===== src/slcs_map.svh =====
`ifndef SLCS_MAP_SVH
`define SLCS_MAP_SVH
// =====================================================
// Register indices (byte address is four times index)
`define SLCS_NLINK 8
`define SLCS_IDX_SPARE 8'h11
`define SLCS_IDX_DEBUG 8'h1F
`define SLCS_IDX_LINK 8'h20
`define SLCS_IDX_PROCESSOR_LINK 8'h40
`define SLCS_IDX_SETUP 8'h80
`define SLCS_IDX_STATIC 8'hA0
`define SLCS_GRP_MASK 8'hF8
// =====================================================
// Field positions
`define SLCS_KIND_LO 24
`define SLCS_DEST_LO 16
`define SLCS_DIR_LO 8
`define SLCS_NET_LO 4
`define SLCS_JUNK_BIT 2
`define SLCS_DBUSY_BIT 1
`define SLCS_SBUSY_BIT 0
`define SLCS_EN_BIT 31
`define SLCS_FIVE_BIT 30
`define SLCS_ERR_BIT 27
`define SLCS_CISS_BIT 26
`define SLCS_CHELD_BIT 25
`define SLCS_CREDIT_TOKEN_A_BIT 24
`define SLCS_RXRST_BIT 23
`define SLCS_SGAP_LO 11
`define SLCS_TGAP_LO 0
`define SLCS_SEN_BIT 31
`define SLCS_PROC_BIT 8
`define SLCS_CHAN_LO 0
`define SLCS_DBG_RSV_BIT 4
`define SLCS_STATIC_SWAP 3'h2
// =====================================================
// Reset values and responses
`define SLCS_RST_WORD 32'h0000_0000
`define SLCS_RESP_OKAY 2'h0
`define SLCS_RESP_SLVERR 2'h2
`endif


===== src/slcs_pkg.sv =====
package slcs_pkg;
    // =====================================================
    // Types
    typedef logic [10:0] slcs_gap_t;
    typedef enum logic [1:0] {
        switch_link,
        processor_link,
        switch_control_target,
        undefined_target
    } slcs_tgt_t;
    typedef enum logic [2:0] {
        sel_none,
        sel_spare,
        sel_debug,
        sel_link,
        sel_processor_link,
        sel_setup,
        sel_static
    } slcs_sel_t;
endpackage


===== src/slcs_gap_if.sv =====
`timescale 1ns/1ps
interface slcs_gap_if;
    import slcs_pkg::*;
    slcs_gap_t sym_gap;
    slcs_gap_t tok_gap;
    logic sent;
    logic last;
    logic permit;
    modport ctl (output sym_gap, output tok_gap, output sent, output last, input permit);
    modport gap (input sym_gap, input tok_gap, input sent, input last, output permit);
endinterface


===== src/slcs_top.sv =====
// Design decision made here: the AXI4-Lite interface to the registers.
`timescale 1ns/1ps
`include "slcs_map.svh"
module slcs_top
    import slcs_pkg::*;
#(
    parameter int ADDR_W = 12
)
(
    input wire logic aclk,
    input wire logic aresetn,
    input wire logic [ADDR_W-1:0] s_axi_awaddr,
    input wire logic s_axi_awvalid,
    output logic s_axi_awready,
    input wire logic [31:0] s_axi_wdata,
    input wire logic [3:0] s_axi_wstrb,
    input wire logic s_axi_wvalid,
    output logic s_axi_wready,
    output logic [1:0] s_axi_bresp,
    output logic s_axi_bvalid,
    input wire logic s_axi_bready,
    input wire logic [ADDR_W-1:0] s_axi_araddr,
    input wire logic s_axi_arvalid,
    output logic s_axi_arready,
    output logic [31:0] s_axi_rdata,
    output logic [1:0] s_axi_rresp,
    output logic s_axi_rvalid,
    input wire logic s_axi_rready,
    input wire logic dbg_core_zero_evt,
    input wire logic dbg_core_one_evt,
    input wire logic [15:0] sw_source_target_kind,
    input wire logic [63:0] sw_dest_link,
    input wire logic [7:0] sw_junk,
    input wire logic [7:0] sw_dest_busy,
    input wire logic [7:0] sw_src_busy,
    input wire logic [15:0] pr_source_target_kind,
    input wire logic [63:0] pr_dest_link,
    input wire logic [7:0] pr_junk,
    input wire logic [7:0] pr_dest_busy,
    input wire logic [7:0] pr_src_busy,
    input wire logic [7:0] rx_error_evt,
    input wire logic [7:0] credit_issued_evt,
    input wire logic [7:0] credit_rx_evt,
    input wire logic [7:0] tx_sym_sent,
    input wire logic [7:0] tx_sym_last,
    output logic [7:0] tx_permit,
    output logic [7:0] link_enable,
    output logic [7:0] link_five_wire,
    output logic [31:0] link_direction,
    output logic [15:0] link_network,
    output logic [15:0] proc_link_network,
    output logic [7:0] credit_token_a_req,
    output logic [7:0] rx_reset_req,
    output logic [7:0] static_enable,
    output logic [7:0] static_proc,
    output logic [39:0] static_chanend
);
    localparam int IW = ADDR_W - 2;

    logic awready_reg, wready_reg, bvalid_reg, arready_reg, rvalid_reg;
    logic [1:0] bresp_reg, rresp_reg;
    logic [31:0] rdata_reg, wdata_reg;
    logic [IW-1:0] widx_reg;
    logic [3:0] wstrb_reg;
    logic [1:0] spare_reg, dbg_reg;
    logic dbg_rsv_reg;
    logic [31:0] dir_reg;
    logic [15:0] net_reg, pnet_reg;
    logic [7:0] en_reg, five_reg, sen_reg, proc_reg;
    logic [87:0] sgap_reg, tgap_reg;
    logic [39:0] chan_reg;
    logic [7:0] err_vec, ciss_vec, cheld_vec;
    logic wr_fire, ar_fire;
    slcs_sel_t wr_sel, ar_sel;
    logic [2:0] wn, wl;
    logic [31:0] wmask, wmerged, wset;
    logic [IW-1:0] ar_idx;

    // =====================================================
    // Address decode
    function automatic slcs_sel_t sel_of(input logic [IW-1:0] idx);
        logic [7:0] lo;
        logic hi;
        lo = idx[7:0];
        hi = |(idx >> 8);
        if (hi)
            return sel_none;
        else if (lo == `SLCS_IDX_SPARE)
            return sel_spare;
        else if (lo == `SLCS_IDX_DEBUG)
            return sel_debug;
        else if ((lo & `SLCS_GRP_MASK) == `SLCS_IDX_LINK)
            return sel_link;
        else if ((lo & `SLCS_GRP_MASK) == `SLCS_IDX_PROCESSOR_LINK)
            return sel_processor_link;
        else if ((lo & `SLCS_GRP_MASK) == `SLCS_IDX_SETUP)
            return sel_setup;
        else if ((lo & `SLCS_GRP_MASK) == `SLCS_IDX_STATIC)
            return sel_static;
        else
            return sel_none;
    endfunction

    // =====================================================
    // Read view of a register
    function automatic logic [31:0] word_at(input logic [IW-1:0] idx);
        logic [2:0] n;
        logic [2:0] l;
        logic [31:0] w;
        n = idx[2:0];
        l = n ^ `SLCS_STATIC_SWAP;
        w = `SLCS_RST_WORD;
        case (sel_of(idx))
            sel_spare: w[1:0] = spare_reg;
            sel_debug:
            begin
                w[1:0] = dbg_reg;
                w[`SLCS_DBG_RSV_BIT] = dbg_rsv_reg;
            end
            sel_link:
            begin
                w[`SLCS_KIND_LO +: 2] = sw_source_target_kind[{n, 1'b0} +: 2];
                w[`SLCS_DEST_LO +: 8] = sw_dest_link[{n, 3'b000} +: 8];
                w[`SLCS_DIR_LO +: 4] = dir_reg[{n, 2'b00} +: 4];
                w[`SLCS_NET_LO +: 2] = net_reg[{n, 1'b0} +: 2];
                w[`SLCS_JUNK_BIT] = sw_junk[n];
                w[`SLCS_DBUSY_BIT] = sw_dest_busy[n];
                w[`SLCS_SBUSY_BIT] = sw_src_busy[n];
            end
            sel_processor_link:
            begin
                w[`SLCS_KIND_LO +: 2] = pr_source_target_kind[{n, 1'b0} +: 2];
                w[`SLCS_DEST_LO +: 8] = pr_dest_link[{n, 3'b000} +: 8];
                w[`SLCS_NET_LO +: 2] = pnet_reg[{n, 1'b0} +: 2];
                w[`SLCS_JUNK_BIT] = pr_junk[n];
                w[`SLCS_DBUSY_BIT] = pr_dest_busy[n];
                w[`SLCS_SBUSY_BIT] = pr_src_busy[n];
            end
            sel_setup:
            begin
                w[`SLCS_EN_BIT] = en_reg[n];
                w[`SLCS_FIVE_BIT] = five_reg[n];
                w[`SLCS_ERR_BIT] = err_vec[n];
                w[`SLCS_CISS_BIT] = ciss_vec[n];
                w[`SLCS_CHELD_BIT] = cheld_vec[n];
                w[`SLCS_SGAP_LO +: 11] = sgap_reg[n * 11 +: 11];
                w[`SLCS_TGAP_LO +: 11] = tgap_reg[n * 11 +: 11];
            end
            sel_static:
            begin
                w[`SLCS_SEN_BIT] = sen_reg[l];
                w[`SLCS_PROC_BIT] = proc_reg[l];
                w[`SLCS_CHAN_LO +: 5] = chan_reg[l * 5 +: 5];
            end
            default: w = `SLCS_RST_WORD;
        endcase
        return w;
    endfunction

    // =====================================================
    // AXI4-Lite write channel
    assign wr_fire = !awready_reg && !wready_reg && !bvalid_reg;
    assign wr_sel = sel_of(widx_reg);
    assign wn = widx_reg[2:0];
    assign wl = wn ^ `SLCS_STATIC_SWAP;

    always_comb
    begin
        wmask = {{8{wstrb_reg[3]}}, {8{wstrb_reg[2]}}, {8{wstrb_reg[1]}}, {8{wstrb_reg[0]}}};
        wmerged = (word_at(widx_reg) & ~wmask) | (wdata_reg & wmask);
        wset = wdata_reg & wmask;
    end

    always_ff @(posedge aclk)
    begin
        if (!aresetn)
        begin
            awready_reg <= 1'b1;
            wready_reg <= 1'b1;
            bvalid_reg <= 1'b0;
            bresp_reg <= `SLCS_RESP_OKAY;
            widx_reg <= '0;
            wdata_reg <= `SLCS_RST_WORD;
            wstrb_reg <= 4'h0;
        end
        else
        begin
            if (s_axi_awvalid && awready_reg)
            begin
                widx_reg <= s_axi_awaddr[ADDR_W-1:2];
                awready_reg <= 1'b0;
            end
            if (s_axi_wvalid && wready_reg)
            begin
                wdata_reg <= s_axi_wdata;
                wstrb_reg <= s_axi_wstrb;
                wready_reg <= 1'b0;
            end
            if (wr_fire)
            begin
                bvalid_reg <= 1'b1;
                bresp_reg <= (wr_sel == sel_none) ? `SLCS_RESP_SLVERR : `SLCS_RESP_OKAY;
            end
            else if (bvalid_reg && s_axi_bready)
            begin
                bvalid_reg <= 1'b0;
                awready_reg <= 1'b1;
                wready_reg <= 1'b1;
            end
        end
    end

    // =====================================================
    // AXI4-Lite read channel
    assign ar_fire = s_axi_arvalid && arready_reg;
    assign ar_idx = s_axi_araddr[ADDR_W-1:2];
    assign ar_sel = sel_of(ar_idx);

    always_ff @(posedge aclk)
    begin
        if (!aresetn)
        begin
            arready_reg <= 1'b1;
            rvalid_reg <= 1'b0;
            rdata_reg <= `SLCS_RST_WORD;
            rresp_reg <= `SLCS_RESP_OKAY;
        end
        else if (ar_fire)
        begin
            arready_reg <= 1'b0;
            rvalid_reg <= 1'b1;
            rdata_reg <= word_at(ar_idx);
            rresp_reg <= (ar_sel == sel_none) ? `SLCS_RESP_SLVERR : `SLCS_RESP_OKAY;
        end
        else if (rvalid_reg && s_axi_rready)
        begin
            rvalid_reg <= 1'b0;
            arready_reg <= 1'b1;
        end
    end

    // =====================================================
    // Debug source and spare control
    always_ff @(posedge aclk)
    begin
        if (!aresetn)
        begin
            dbg_reg <= 2'h0;
            dbg_rsv_reg <= 1'b0;
            spare_reg <= 2'h0;
        end
        else
        begin
            if (dbg_core_zero_evt || dbg_core_one_evt)
                dbg_reg <= {dbg_core_one_evt, dbg_core_zero_evt};
            else if (wr_fire && wr_sel == sel_debug)
                dbg_reg <= wmerged[1:0];
            if (wr_fire && wr_sel == sel_debug)
                dbg_rsv_reg <= wmerged[`SLCS_DBG_RSV_BIT];
            if (wr_fire && wr_sel == sel_spare)
                spare_reg <= wmerged[1:0];
        end
    end

    // =====================================================
    // Direction and network assignment
    always_ff @(posedge aclk)
    begin
        if (!aresetn)
        begin
            dir_reg <= 32'h0000_0000;
            net_reg <= 16'h0000;
            pnet_reg <= 16'h0000;
        end
        else if (wr_fire && wr_sel == sel_link)
        begin
            dir_reg[{wn, 2'b00} +: 4] <= wmerged[`SLCS_DIR_LO +: 4];
            net_reg[{wn, 1'b0} +: 2] <= wmerged[`SLCS_NET_LO +: 2];
        end
        else if (wr_fire && wr_sel == sel_processor_link)
        begin
            pnet_reg[{wn, 1'b0} +: 2] <= wmerged[`SLCS_NET_LO +: 2];
        end
    end

    // =====================================================
    // External link setup
    always_ff @(posedge aclk)
    begin
        if (!aresetn)
        begin
            en_reg <= 8'h00;
            five_reg <= 8'h00;
            sgap_reg <= '0;
            tgap_reg <= '0;
        end
        else if (wr_fire && wr_sel == sel_setup)
        begin
            en_reg[wn] <= wmerged[`SLCS_EN_BIT];
            five_reg[wn] <= wmerged[`SLCS_FIVE_BIT];
            sgap_reg[wn * 11 +: 11] <= wmerged[`SLCS_SGAP_LO +: 11];
            tgap_reg[wn * 11 +: 11] <= wmerged[`SLCS_TGAP_LO +: 11];
        end
    end

    // =====================================================
    // Static forwarding setup
    always_ff @(posedge aclk)
    begin
        if (!aresetn)
        begin
            sen_reg <= 8'h00;
            proc_reg <= 8'h00;
            chan_reg <= '0;
        end
        else if (wr_fire && wr_sel == sel_static)
        begin
            sen_reg[wl] <= wmerged[`SLCS_SEN_BIT];
            proc_reg[wl] <= wmerged[`SLCS_PROC_BIT];
            chan_reg[wl * 5 +: 5] <= wmerged[`SLCS_CHAN_LO +: 5];
        end
    end

    // =====================================================
    // Per-link flags, pulses and transmit gap
    for (genvar i = 0; i < `SLCS_NLINK; i++)
    begin : g_link
        logic hit;
        logic err_q, ciss_q, cheld_q, credit_token_a_q, rxrst_q;
        slcs_gap_if gif ();

        assign hit = wr_fire && (wr_sel == sel_setup) && (wn == 3'(i));

        always_ff @(posedge aclk)
        begin
            if (!aresetn)
            begin
                err_q <= 1'b0;
                ciss_q <= 1'b0;
                cheld_q <= 1'b0;
                credit_token_a_q <= 1'b0;
                rxrst_q <= 1'b0;
            end
            else
            begin
                if (rx_error_evt[i])
                    err_q <= 1'b1;
                else if (hit && wset[`SLCS_RXRST_BIT])
                    err_q <= 1'b0;
                if (credit_issued_evt[i])
                    ciss_q <= 1'b1;
                else if (hit && wset[`SLCS_RXRST_BIT])
                    ciss_q <= 1'b0;
                if (credit_rx_evt[i])
                    cheld_q <= 1'b1;
                else if (hit && wset[`SLCS_CREDIT_TOKEN_A_BIT])
                    cheld_q <= 1'b0;
                credit_token_a_q <= hit && wset[`SLCS_CREDIT_TOKEN_A_BIT];
                rxrst_q <= hit && wset[`SLCS_RXRST_BIT];
            end
        end

        assign err_vec[i] = err_q;
        assign ciss_vec[i] = ciss_q;
        assign cheld_vec[i] = cheld_q;
        assign credit_token_a_req[i] = credit_token_a_q;
        assign rx_reset_req[i] = rxrst_q;

        assign gif.sym_gap = sgap_reg[i * 11 +: 11];
        assign gif.tok_gap = tgap_reg[i * 11 +: 11];
        assign gif.sent = tx_sym_sent[i];
        assign gif.last = tx_sym_last[i];
        assign tx_permit[i] = gif.permit;

        slcs_tx_gap u_gap (
            .aclk(aclk),
            .aresetn(aresetn),
            .g(gif.gap)
        );

        err_sticky_a: assert property (@(posedge aclk) disable iff (!aresetn)
            rx_error_evt[i] |=> err_vec[i] ##1
            (err_vec[i] || $past(hit && wset[`SLCS_RXRST_BIT])))
            else $error("error flag not held after event");
    end

    // =====================================================
    // Outputs
    assign s_axi_awready = awready_reg;
    assign s_axi_wready = wready_reg;
    assign s_axi_bvalid = bvalid_reg;
    assign s_axi_bresp = bresp_reg;
    assign s_axi_arready = arready_reg;
    assign s_axi_rvalid = rvalid_reg;
    assign s_axi_rdata = rdata_reg;
    assign s_axi_rresp = rresp_reg;
    assign link_enable = en_reg;
    assign link_five_wire = five_reg;
    assign link_direction = dir_reg;
    assign link_network = net_reg;
    assign proc_link_network = pnet_reg;
    assign static_enable = sen_reg;
    assign static_proc = proc_reg;
    assign static_chanend = chan_reg;

    // =====================================================
    // Checks
    dbg_source_a: assert property (@(posedge aclk) disable iff (!aresetn)
        (dbg_core_zero_evt && !dbg_core_one_evt) |=> (dbg_reg == 2'h1))
        else $error("debug source not core zero");

    rd_kind_a: assert property (@(posedge aclk) disable iff (!aresetn)
        (ar_fire && ar_sel == sel_link) |=> (rdata_reg[31:16] ==
        {6'h00, $past(sw_source_target_kind[{ar_idx[2:0], 1'b0} +: 2]),
        $past(sw_dest_link[{ar_idx[2:0], 3'b000} +: 8])}))
        else $error("link status kind or destination wrong");

    rd_flags_a: assert property (@(posedge aclk) disable iff (!aresetn)
        (ar_fire && ar_sel == sel_processor_link) |=> (rdata_reg[3:0] == {1'b0,
        $past(pr_junk[ar_idx[2:0]]), $past(pr_dest_busy[ar_idx[2:0]]),
        $past(pr_src_busy[ar_idx[2:0]])}) && (rdata_reg[15:6] == 10'h000))
        else $error("processor link flags wrong");

    wr_dir_a: assert property (@(posedge aclk) disable iff (!aresetn)
        (wr_fire && wr_sel == sel_link && wstrb_reg[1]) |=>
        (link_direction[{$past(wn), 2'b00} +: 4] == $past(wdata_reg[11:8])))
        else $error("direction not written");

    wr_enable_a: assert property (@(posedge aclk) disable iff (!aresetn)
        (wr_fire && wr_sel == sel_setup && wstrb_reg[3]) |=>
        (link_enable[$past(wn)] == $past(wdata_reg[31])) &&
        (link_five_wire[$past(wn)] == $past(wdata_reg[30])))
        else $error("enable or wire mode not written");

    credit_token_a_pulse_a: assert property (@(posedge aclk) disable iff (!aresetn)
        (wr_fire && wr_sel == sel_setup && wset[`SLCS_CREDIT_TOKEN_A_BIT] && !credit_rx_evt[wn])
        |=> credit_token_a_req[$past(wn)] && !cheld_vec[$past(wn)]
        ##1 !credit_token_a_req[$past(wn, 2)])
        else $error("credit token request not one pulse");

    rx_reset_a: assert property (@(posedge aclk) disable iff (!aresetn)
        $rose(rx_reset_req[0]) |-> $past(wr_fire && wr_sel == sel_setup && wn == 3'h0))
        else $error("receiver reset without a write");

    static_map_a: assert property (@(posedge aclk) disable iff (!aresetn)
        (wr_fire && wr_sel == sel_static && wstrb_reg[3]) |=>
        (static_enable[$past(wn) ^ `SLCS_STATIC_SWAP] == $past(wdata_reg[31])))
        else $error("static enable mapped to wrong link");

    resp_hold_a: assert property (@(posedge aclk) disable iff (!aresetn)
        (s_axi_bvalid && !s_axi_bready) |=> s_axi_bvalid && $stable(s_axi_bresp))
        else $error("write response dropped");

endmodule // slcs_top


===== src/slcs_tx_gap.sv =====
`timescale 1ns/1ps
module slcs_tx_gap
    import slcs_pkg::*;
(
    input wire logic aclk,
    input wire logic aresetn,
    slcs_gap_if.gap g
);
    logic [11:0] cnt_reg;
    logic permit_reg;
    logic [11:0] since_reg;
    logic [11:0] need_reg;
    logic seen_reg;

    // =====================================================
    // Idle gap counter
    always_ff @(posedge aclk)
    begin
        if (!aresetn)
        begin
            cnt_reg <= 12'h000;
            permit_reg <= 1'b1;
        end
        else if (g.sent)
        begin
            cnt_reg <= {1'b0, (g.last ? g.tok_gap : g.sym_gap)} + 12'h001;
            permit_reg <= 1'b0;
        end
        else if (cnt_reg > 12'h001)
        begin
            cnt_reg <= cnt_reg - 12'h001;
        end
        else if (cnt_reg == 12'h001)
        begin
            cnt_reg <= 12'h000;
            permit_reg <= 1'b1;
        end
    end

    assign g.permit = permit_reg;

    // =====================================================
    // Checks
    always_ff @(posedge aclk)
    begin
        if (!aresetn)
        begin
            since_reg <= 12'h000;
            need_reg <= 12'h000;
            seen_reg <= 1'b0;
        end
        else if (g.sent)
        begin
            since_reg <= 12'h000;
            need_reg <= {1'b0, (g.last ? g.tok_gap : g.sym_gap)};
            seen_reg <= 1'b1;
        end
        else if (since_reg != 12'hFFF)
        begin
            since_reg <= since_reg + 12'h001;
        end
    end

    gap_idle_a: assert property (@(posedge aclk) disable iff (!aresetn)
        (g.sent && seen_reg) |-> (since_reg > need_reg))
        else $error("symbol sent before idle gap elapsed");

    gap_block_a: assert property (@(posedge aclk) disable iff (!aresetn)
        g.sent |=> !g.permit)
        else $error("permit not withdrawn after send");

    gap_release_a: assert property (@(posedge aclk) disable iff (!aresetn)
        (!g.sent && cnt_reg == 12'h001) |=> g.permit)
        else $error("permit not restored after gap");

endmodule // slcs_tx_gap


===== config.mk =====
export PLATFORM = sky130hd
export DESIGN_NAME = slcs_top
export DESIGN_NICKNAME = d
export VERILOG_FILES = /design/src/slcs_pkg.sv /design/src/slcs_gap_if.sv /design/src/slcs_top.sv /design/src/slcs_tx_gap.sv
export VERILOG_INCLUDE_DIRS = /design/src /design/src/src
export SDC_FILE = /design/constraint.sdc
export NUM_CORES = 2
export LEC_CHECK = 0
export BUFFER_PORTS_ARGS = -buffer_cell sky130_fd_sc_hd__buf_2
export CORE_MARGIN = 2
export CORE_UTILIZATION = 24
export CTS_CLUSTER_SIZE = 40
export DETAILED_ROUTE_END_ITERATION = 10
export PLACE_DENSITY_LB_ADDON = 0.2
export SYNTH_ARGS = -nofsm -noshare
export SYNTH_HDL_FRONTEND = slang
export SYNTH_SLANG_ARGS = --single-unit

===== constraint.sdc =====
create_clock -name aclk -period 3.5 [get_ports aclk]
set_input_delay 1.05 -clock aclk [delete_from_list [all_inputs] [get_ports aclk]]
set_output_delay 1.05 -clock aclk [all_outputs]
set_load 0.02 [all_outputs]

# Yosys cells after proc, flatten, opt, wreduce, memory -nomap -nowiden
# Index checks and enable logic that the tools add are counted.
# totals
ff_bits	546
latch_bits	0
mem_bits_rw	0
romBits	0
inputBits	317
out_inout_bits	201
n_memories	0
# classes
add_sub_neg	20
multipliers	4
n_div	0
n_lt_le_gt_ge	14
n_eq_ne	47
shift	29
n_mux	224
n_bitwise	7
reduce_logical	100
# ops
operator	count
variable part select 88 x 8 -> 11 bit	4
two-way mux 12 bit	24
variable part select 64 x 7 -> 8 bit	4
bitwise mux 88 bit	2
variable part select 11 x 34 -> 88 bit	2
variable part select 16 x 5 -> 2 bit	8
two-way mux 1 bit	106
adder 11 x 1 -> 12 bit, second input constant	8
== test 12 x 1 -> 1 bit, second input constant	8
> comparator 12 x 1 -> 1 bit, second input constant	8
subtractor 12 x 1 -> 12 bit, second input constant	8
two-way mux 11 bit	8
variable shift 11 x 34 -> 88 bit, first input constant	1
variable part select 40 x 7 -> 5 bit	2
binary-select mux 1 bit (select 3 bit)	26
nonzero test 2 bit	35
AND 32 bit	2
variable part select 32 x 6 -> 4 bit	2
two-way mux 3 bit	16
bitwise mux 40 bit	1
variable shift 5 x 34 -> 40 bit, first input constant	1
variable part select 5 x 34 -> 40 bit	1
logical AND 1 bit	39
case mux 6 bit (3 select lines)	2
41 further kinds	127

# Logic depth before layout (Yosys ltp)
# logic_depth
word_depth	14
mapped_depth	14

# Hierarchy
# Synthesis repeated with hierarchy kept, for this count alone.
# hier_totals
cells_unflattened	3658
hier_area_um2	32829.0
# modules_own_cells
mod	instances	cells_each	area_each_um2	seq_area_each_um2
slcs_top	1	2586	24010.5	8688.3
slcs_tx_gap	8	134	1102.3	260.2

# Least setup slack after synthesis
# Ideal clock, no wire load.
# synth_timing
path_type	register to register
from	register widx_reg[0]
to	register tgap_reg[73]
setup_time_ps	65
arrival_ps	3119
slack_ps	316
stages_incl_launch_ff	14
n_path_buf	5
synth_period_minus_slack_ps	3184
cell_sequence	dfxtp_1 > buf_4 > clkinv_1 > buf_2 > buf_1 > ha_1 > ha_1 > clkbuf_1 > nor3_2 > nand2_1 > nor2_1 > clkbuf_1 > a22oi_1 > nor2_1
# synth_via
elab_chain_cells	10
# synth_lines
item	line_no	rtl
from (decl)	slcs_top.sv:63	logic [IW-1:0] widx_reg;
from (signal assigned)	slcs_top.sv:190	widx_reg <= s_axi_awaddr[ADDR_W-1:2];
parallel branches: the longest is 10 deep, another holds multiplier 3 x 4 -> 7 bit	--	
to (signal, indexed assignment)	slcs_top.sv:302	tgap_reg[wn * 11 +: 11] <= wmerged[`SLCS_TGAP_LO +: 11];
to (decl)	slcs_top.sv:70	logic [87:0] sgap_reg, tgap_reg;
# Several ways; the timed one is not identified. The select of a mux whose other input is x is not followed.
# A chain may end at the register's enable or synchronous reset.

# Final worst setup path
# layout_timing
from	register widx_reg[0]
to	register sgap_reg[6]
# layout_via
elab_chain_cells	10
# layout_lines
item	line_no	rtl
parallel branches: the longest is 10 deep, another holds multiplier 3 x 4 -> 7 bit	--	
to (signal, indexed assignment)	slcs_top.sv:301	sgap_reg[wn * 11 +: 11] <= wmerged[`SLCS_SGAP_LO +: 11];
to (decl)	slcs_top.sv:70	
# Several ways; the timed one is not identified.

==> flow_metrics.py <==
metrics = {
    "run_status": {
        "outcome": "finished clean",
    },
    "setup_path": {
        "path_delay_family": "simple AND/OR/NAND/NOR gates",
        "critical_path_required_ns": 4.01,
        "crit_path_end_kind": "flip-flop",
        "arrival_ns": 3.90,
        "start_kind": "flip-flop",
        "crit_chain": "clkinv_1 > ha_1 > ha_1 > nor3_2 > nand2_1 > buf_4 > nand2_1 > a21oi_1",
        "cp.depth": 8,
        "crit_type": "reg -> reg",
        "critPathBufInv": 2,
        "slowest_delay_ns": 0.55,
        "cp_max_fo": 17,
        "reg2reg_depth": 8,
        "cpMaxStageDelayCell": "dfxtp_4",
    },
    "finish": {
        "largest_reg_flops": 96,
        "regArea_sq_mm": 0.01078,
        "final_cells": 6006,
        "drive_gt1_share_pct": 26.54,
        "multi_input_area_sq_mm": 0.01925,
        "syn_to_final_growth_pct": 25.12,
        "fin_nets": 4539,
        "fill_cells": 14259,
    },
    "timing": {
        "finalMaxSlewViolations": 0,
        "fmax_ghz": 0.2949,
        "tightest_slew_ns": 0.9907,
        "fin_crit_ns": 3.391,
        "hold_violations": 0,
        "clock_skew_ns": 0.02863,
        "rsz0062_at_grt": "false",
        "finalSetupViolations": 0,
        "timing.setup.tns_ns": 0,
        "relSlewSlack_pct": 33.51,
        "layout_worst_path_cycle_share_pct": 96.88,
        "fin_ws_ns": 0.1093,
    },
    "power_and_ir_drop": {
        "ir_drop_mv": 0.3209,
        "p_leak_uw": 0.01515,
        "powerDensity_mw_per_mm2": 541.9,
    },
    "route": {
        "ant_nets": 0,
        "drc_errors": 0,
        "avgViaCountPerCell": 5.596,
        "dr.pass1.iters": 6,
        "drt-initial-drc-count": 4243,
        "vias": 33611,
        "wirelength_um": 179100,
        "wl_per_cell_um": 29.81,
    },
    "floorplan": {
        "die_area_sq_mm": 0.1347,
        "ioPinCount": 518,
        "die_w_um": 367.0,
        "start_util_pct": 24.12,
        "die_y_um": 367.0,
        "row_count": 133,
        "core_sq_mm": 0.1311,
    },
    "min_path": {
        "hold_class": "reg -> reg",
        "holdPathStages": 2,
    },
    "synthesis": {
        "seq_area_frac_synth_pct": 34.05,
        "synth_common_cells": "538 x dfxtp_1, 422 x nand2_1, 318 x nor2_1",
        "synth_top_area_share_pct": 34.05,
        "netlist_area_sq_mm": 0.03163,
        "avgSynthCellArea_sq_um": 8.617,
        "ys_async_sr_fraction_pct": 0,
        "synth.area.top_cells": "dfxtp_1 34%, mux4_2 10%, nand2_1 5.0%, nand3_1 4.3%, nor2_1 3.8%",
        "ys_seq_elements": 538,
        "synth_top_area_cell": "dfxtp_1",
        "ys_types": 96,
        "synth.most_common_cell": "dfxtp_1",
        "synth_ff_type": "dfxtp_1",
        "netlist_instances": 3671,
        "synth_enable_flop_cells": 0,
        "ys_warn_count": 0,
    },
    "grt": {
        "grt_pass1_vias": 31760,
        "grt_usage_pct": 25.60,
        "grt_util_met1_pct": 34.43,
        "top_usage_layer": "met2",
        "grtUsageMet2_pct": 38.61,
        "met3_usage_pct": 7.530,
        "antenna_found_initial": 18,
        "grt_first_pass_wirelength_um": 249400,
        "grt_start_max_net_pins": 94,
        "overflow": 0,
    },
    "placed_design": {
        "buffer_ports.inserted": 503,
        "place_hpwl_um": 140300,
        "dp_slack_ns": 0.09611,
        "place_inst": 5870,
        "gp_congestion": 0.9685,
    },
    "job": {
        "drv_cap": 0,
    },
    "cts": {
        "htree_levels": 3,
        "cts_made_buffers": 71,
        "clock_path_buffers": 3,
        "path_clk_slew_ns": 0.06,
        "postCtsHoldBufs": 0,
        "clk_latency_ns": 0.66,
        "cts-root-buf": "clkbuf_16",
        "cts_tree": "yes",
        "cts_sinks": 538,
    },
}
area by class of cell:
type | instances | share of cell area, %
multi-input cells | 2787 | 48.63
flip-flops and latches | 538 | 27.24
repair buffers | 749 | 11.94
well taps | 1755 | 5.548
clock buffers | 103 | 5.466
clock inverters | 25 | 0.7081
inverters | 41 | 0.4078
diodes | 8 | 0.05058
final timing paths:
check / start / slack (ns) / to
worst min register to register: s_axi_rdata[3] / 0.46 / s_axi_rdata[3]
worst min-delay path: s_axi_rdata[3] / 0.46 / s_axi_rdata[3]
worst max register to register: widx_reg[0] / 0.11 / sgap_reg[6]
worst max-delay path: widx_reg[0] / 0.11 / sgap_reg[6]
power breakdown:
group / switching, uW / total (uW) / leakage (uW) / internal [uW]
clock: 3160 / 7830 / 0.00121 / 4670
sequential: 572 / 7280 / 0.00437 / 6710
combinational: 3720 / 6340 / 0.00958 / 2620
total: 7460 / 21400 / 0.0152 / 14000
per-stage QoR:
stage / instance area (sq um) / power (uW) / hold WS [ns] / util (%)
after detailed placement: 37110 / 13630 / 0.4463 / 28.30
after global placement: 37110 / 13620 / 0.4383 / 28.30
final: 39580 / 21450 / 0.4566 / 30.18
after CTS: 39550 / 21500 / 0.4541 / 30.16
after global routing: 39570 / 22500 / 0.4717 / 30.17
after floorplan: 31640 / 11840 / 0.4312 / -
kinds of logic after synthesis:
group / share of synthesized area (%)
AO/OA/AOI/OAI: 18.95
XOR/XNOR: 3.987
adder cells (fa/ha/maj): 1.345
buffers and inverters: 5.249
flip-flops: 34.05
multiplexers: 16.18
other: 0.01186
AND/OR/NAND/NOR: 20.22
per-layer routing:
metal / vias up / routed length [um]
li1: 14677 / -
met1: 16703 / 75450
met2: 1921 / 77070
met3: 300 / 19460
met4: 10 / 7018
met5: - / 65
worst register-to-register path, stage by stage (launching register included):
cell      delay [ns]
dfxtp_4         0.55
clkinv_1        0.39
ha_1            0.35
ha_1            0.40
nor3_2          0.47
nand2_1         0.54
buf_4           0.40
nand2_1         0.09
a21oi_1         0.06
timing repair:
item / CTS / global route
endpoints found under the hold margin: 0 / 0
buffers inserted: 0 / 0
setup endpoints to repair: 0 / 12
resized for setup: 0 / 2
layout by cell type (no fill, tap or decap), drive strengths merged, types with 43 or more instances in the layout:
master and count:
buf 748, dfxtp 538, nand2 425, nor2 319, nand3 273, a21oi 228, o21ai 212, mux4 143
o22ai 131, a22oi 118, mux2i 112, clkbuf 104, xor2 76, nor3 71, mux2 69, xnor2 68
inv 43
(Power assumes the default switching activity.)
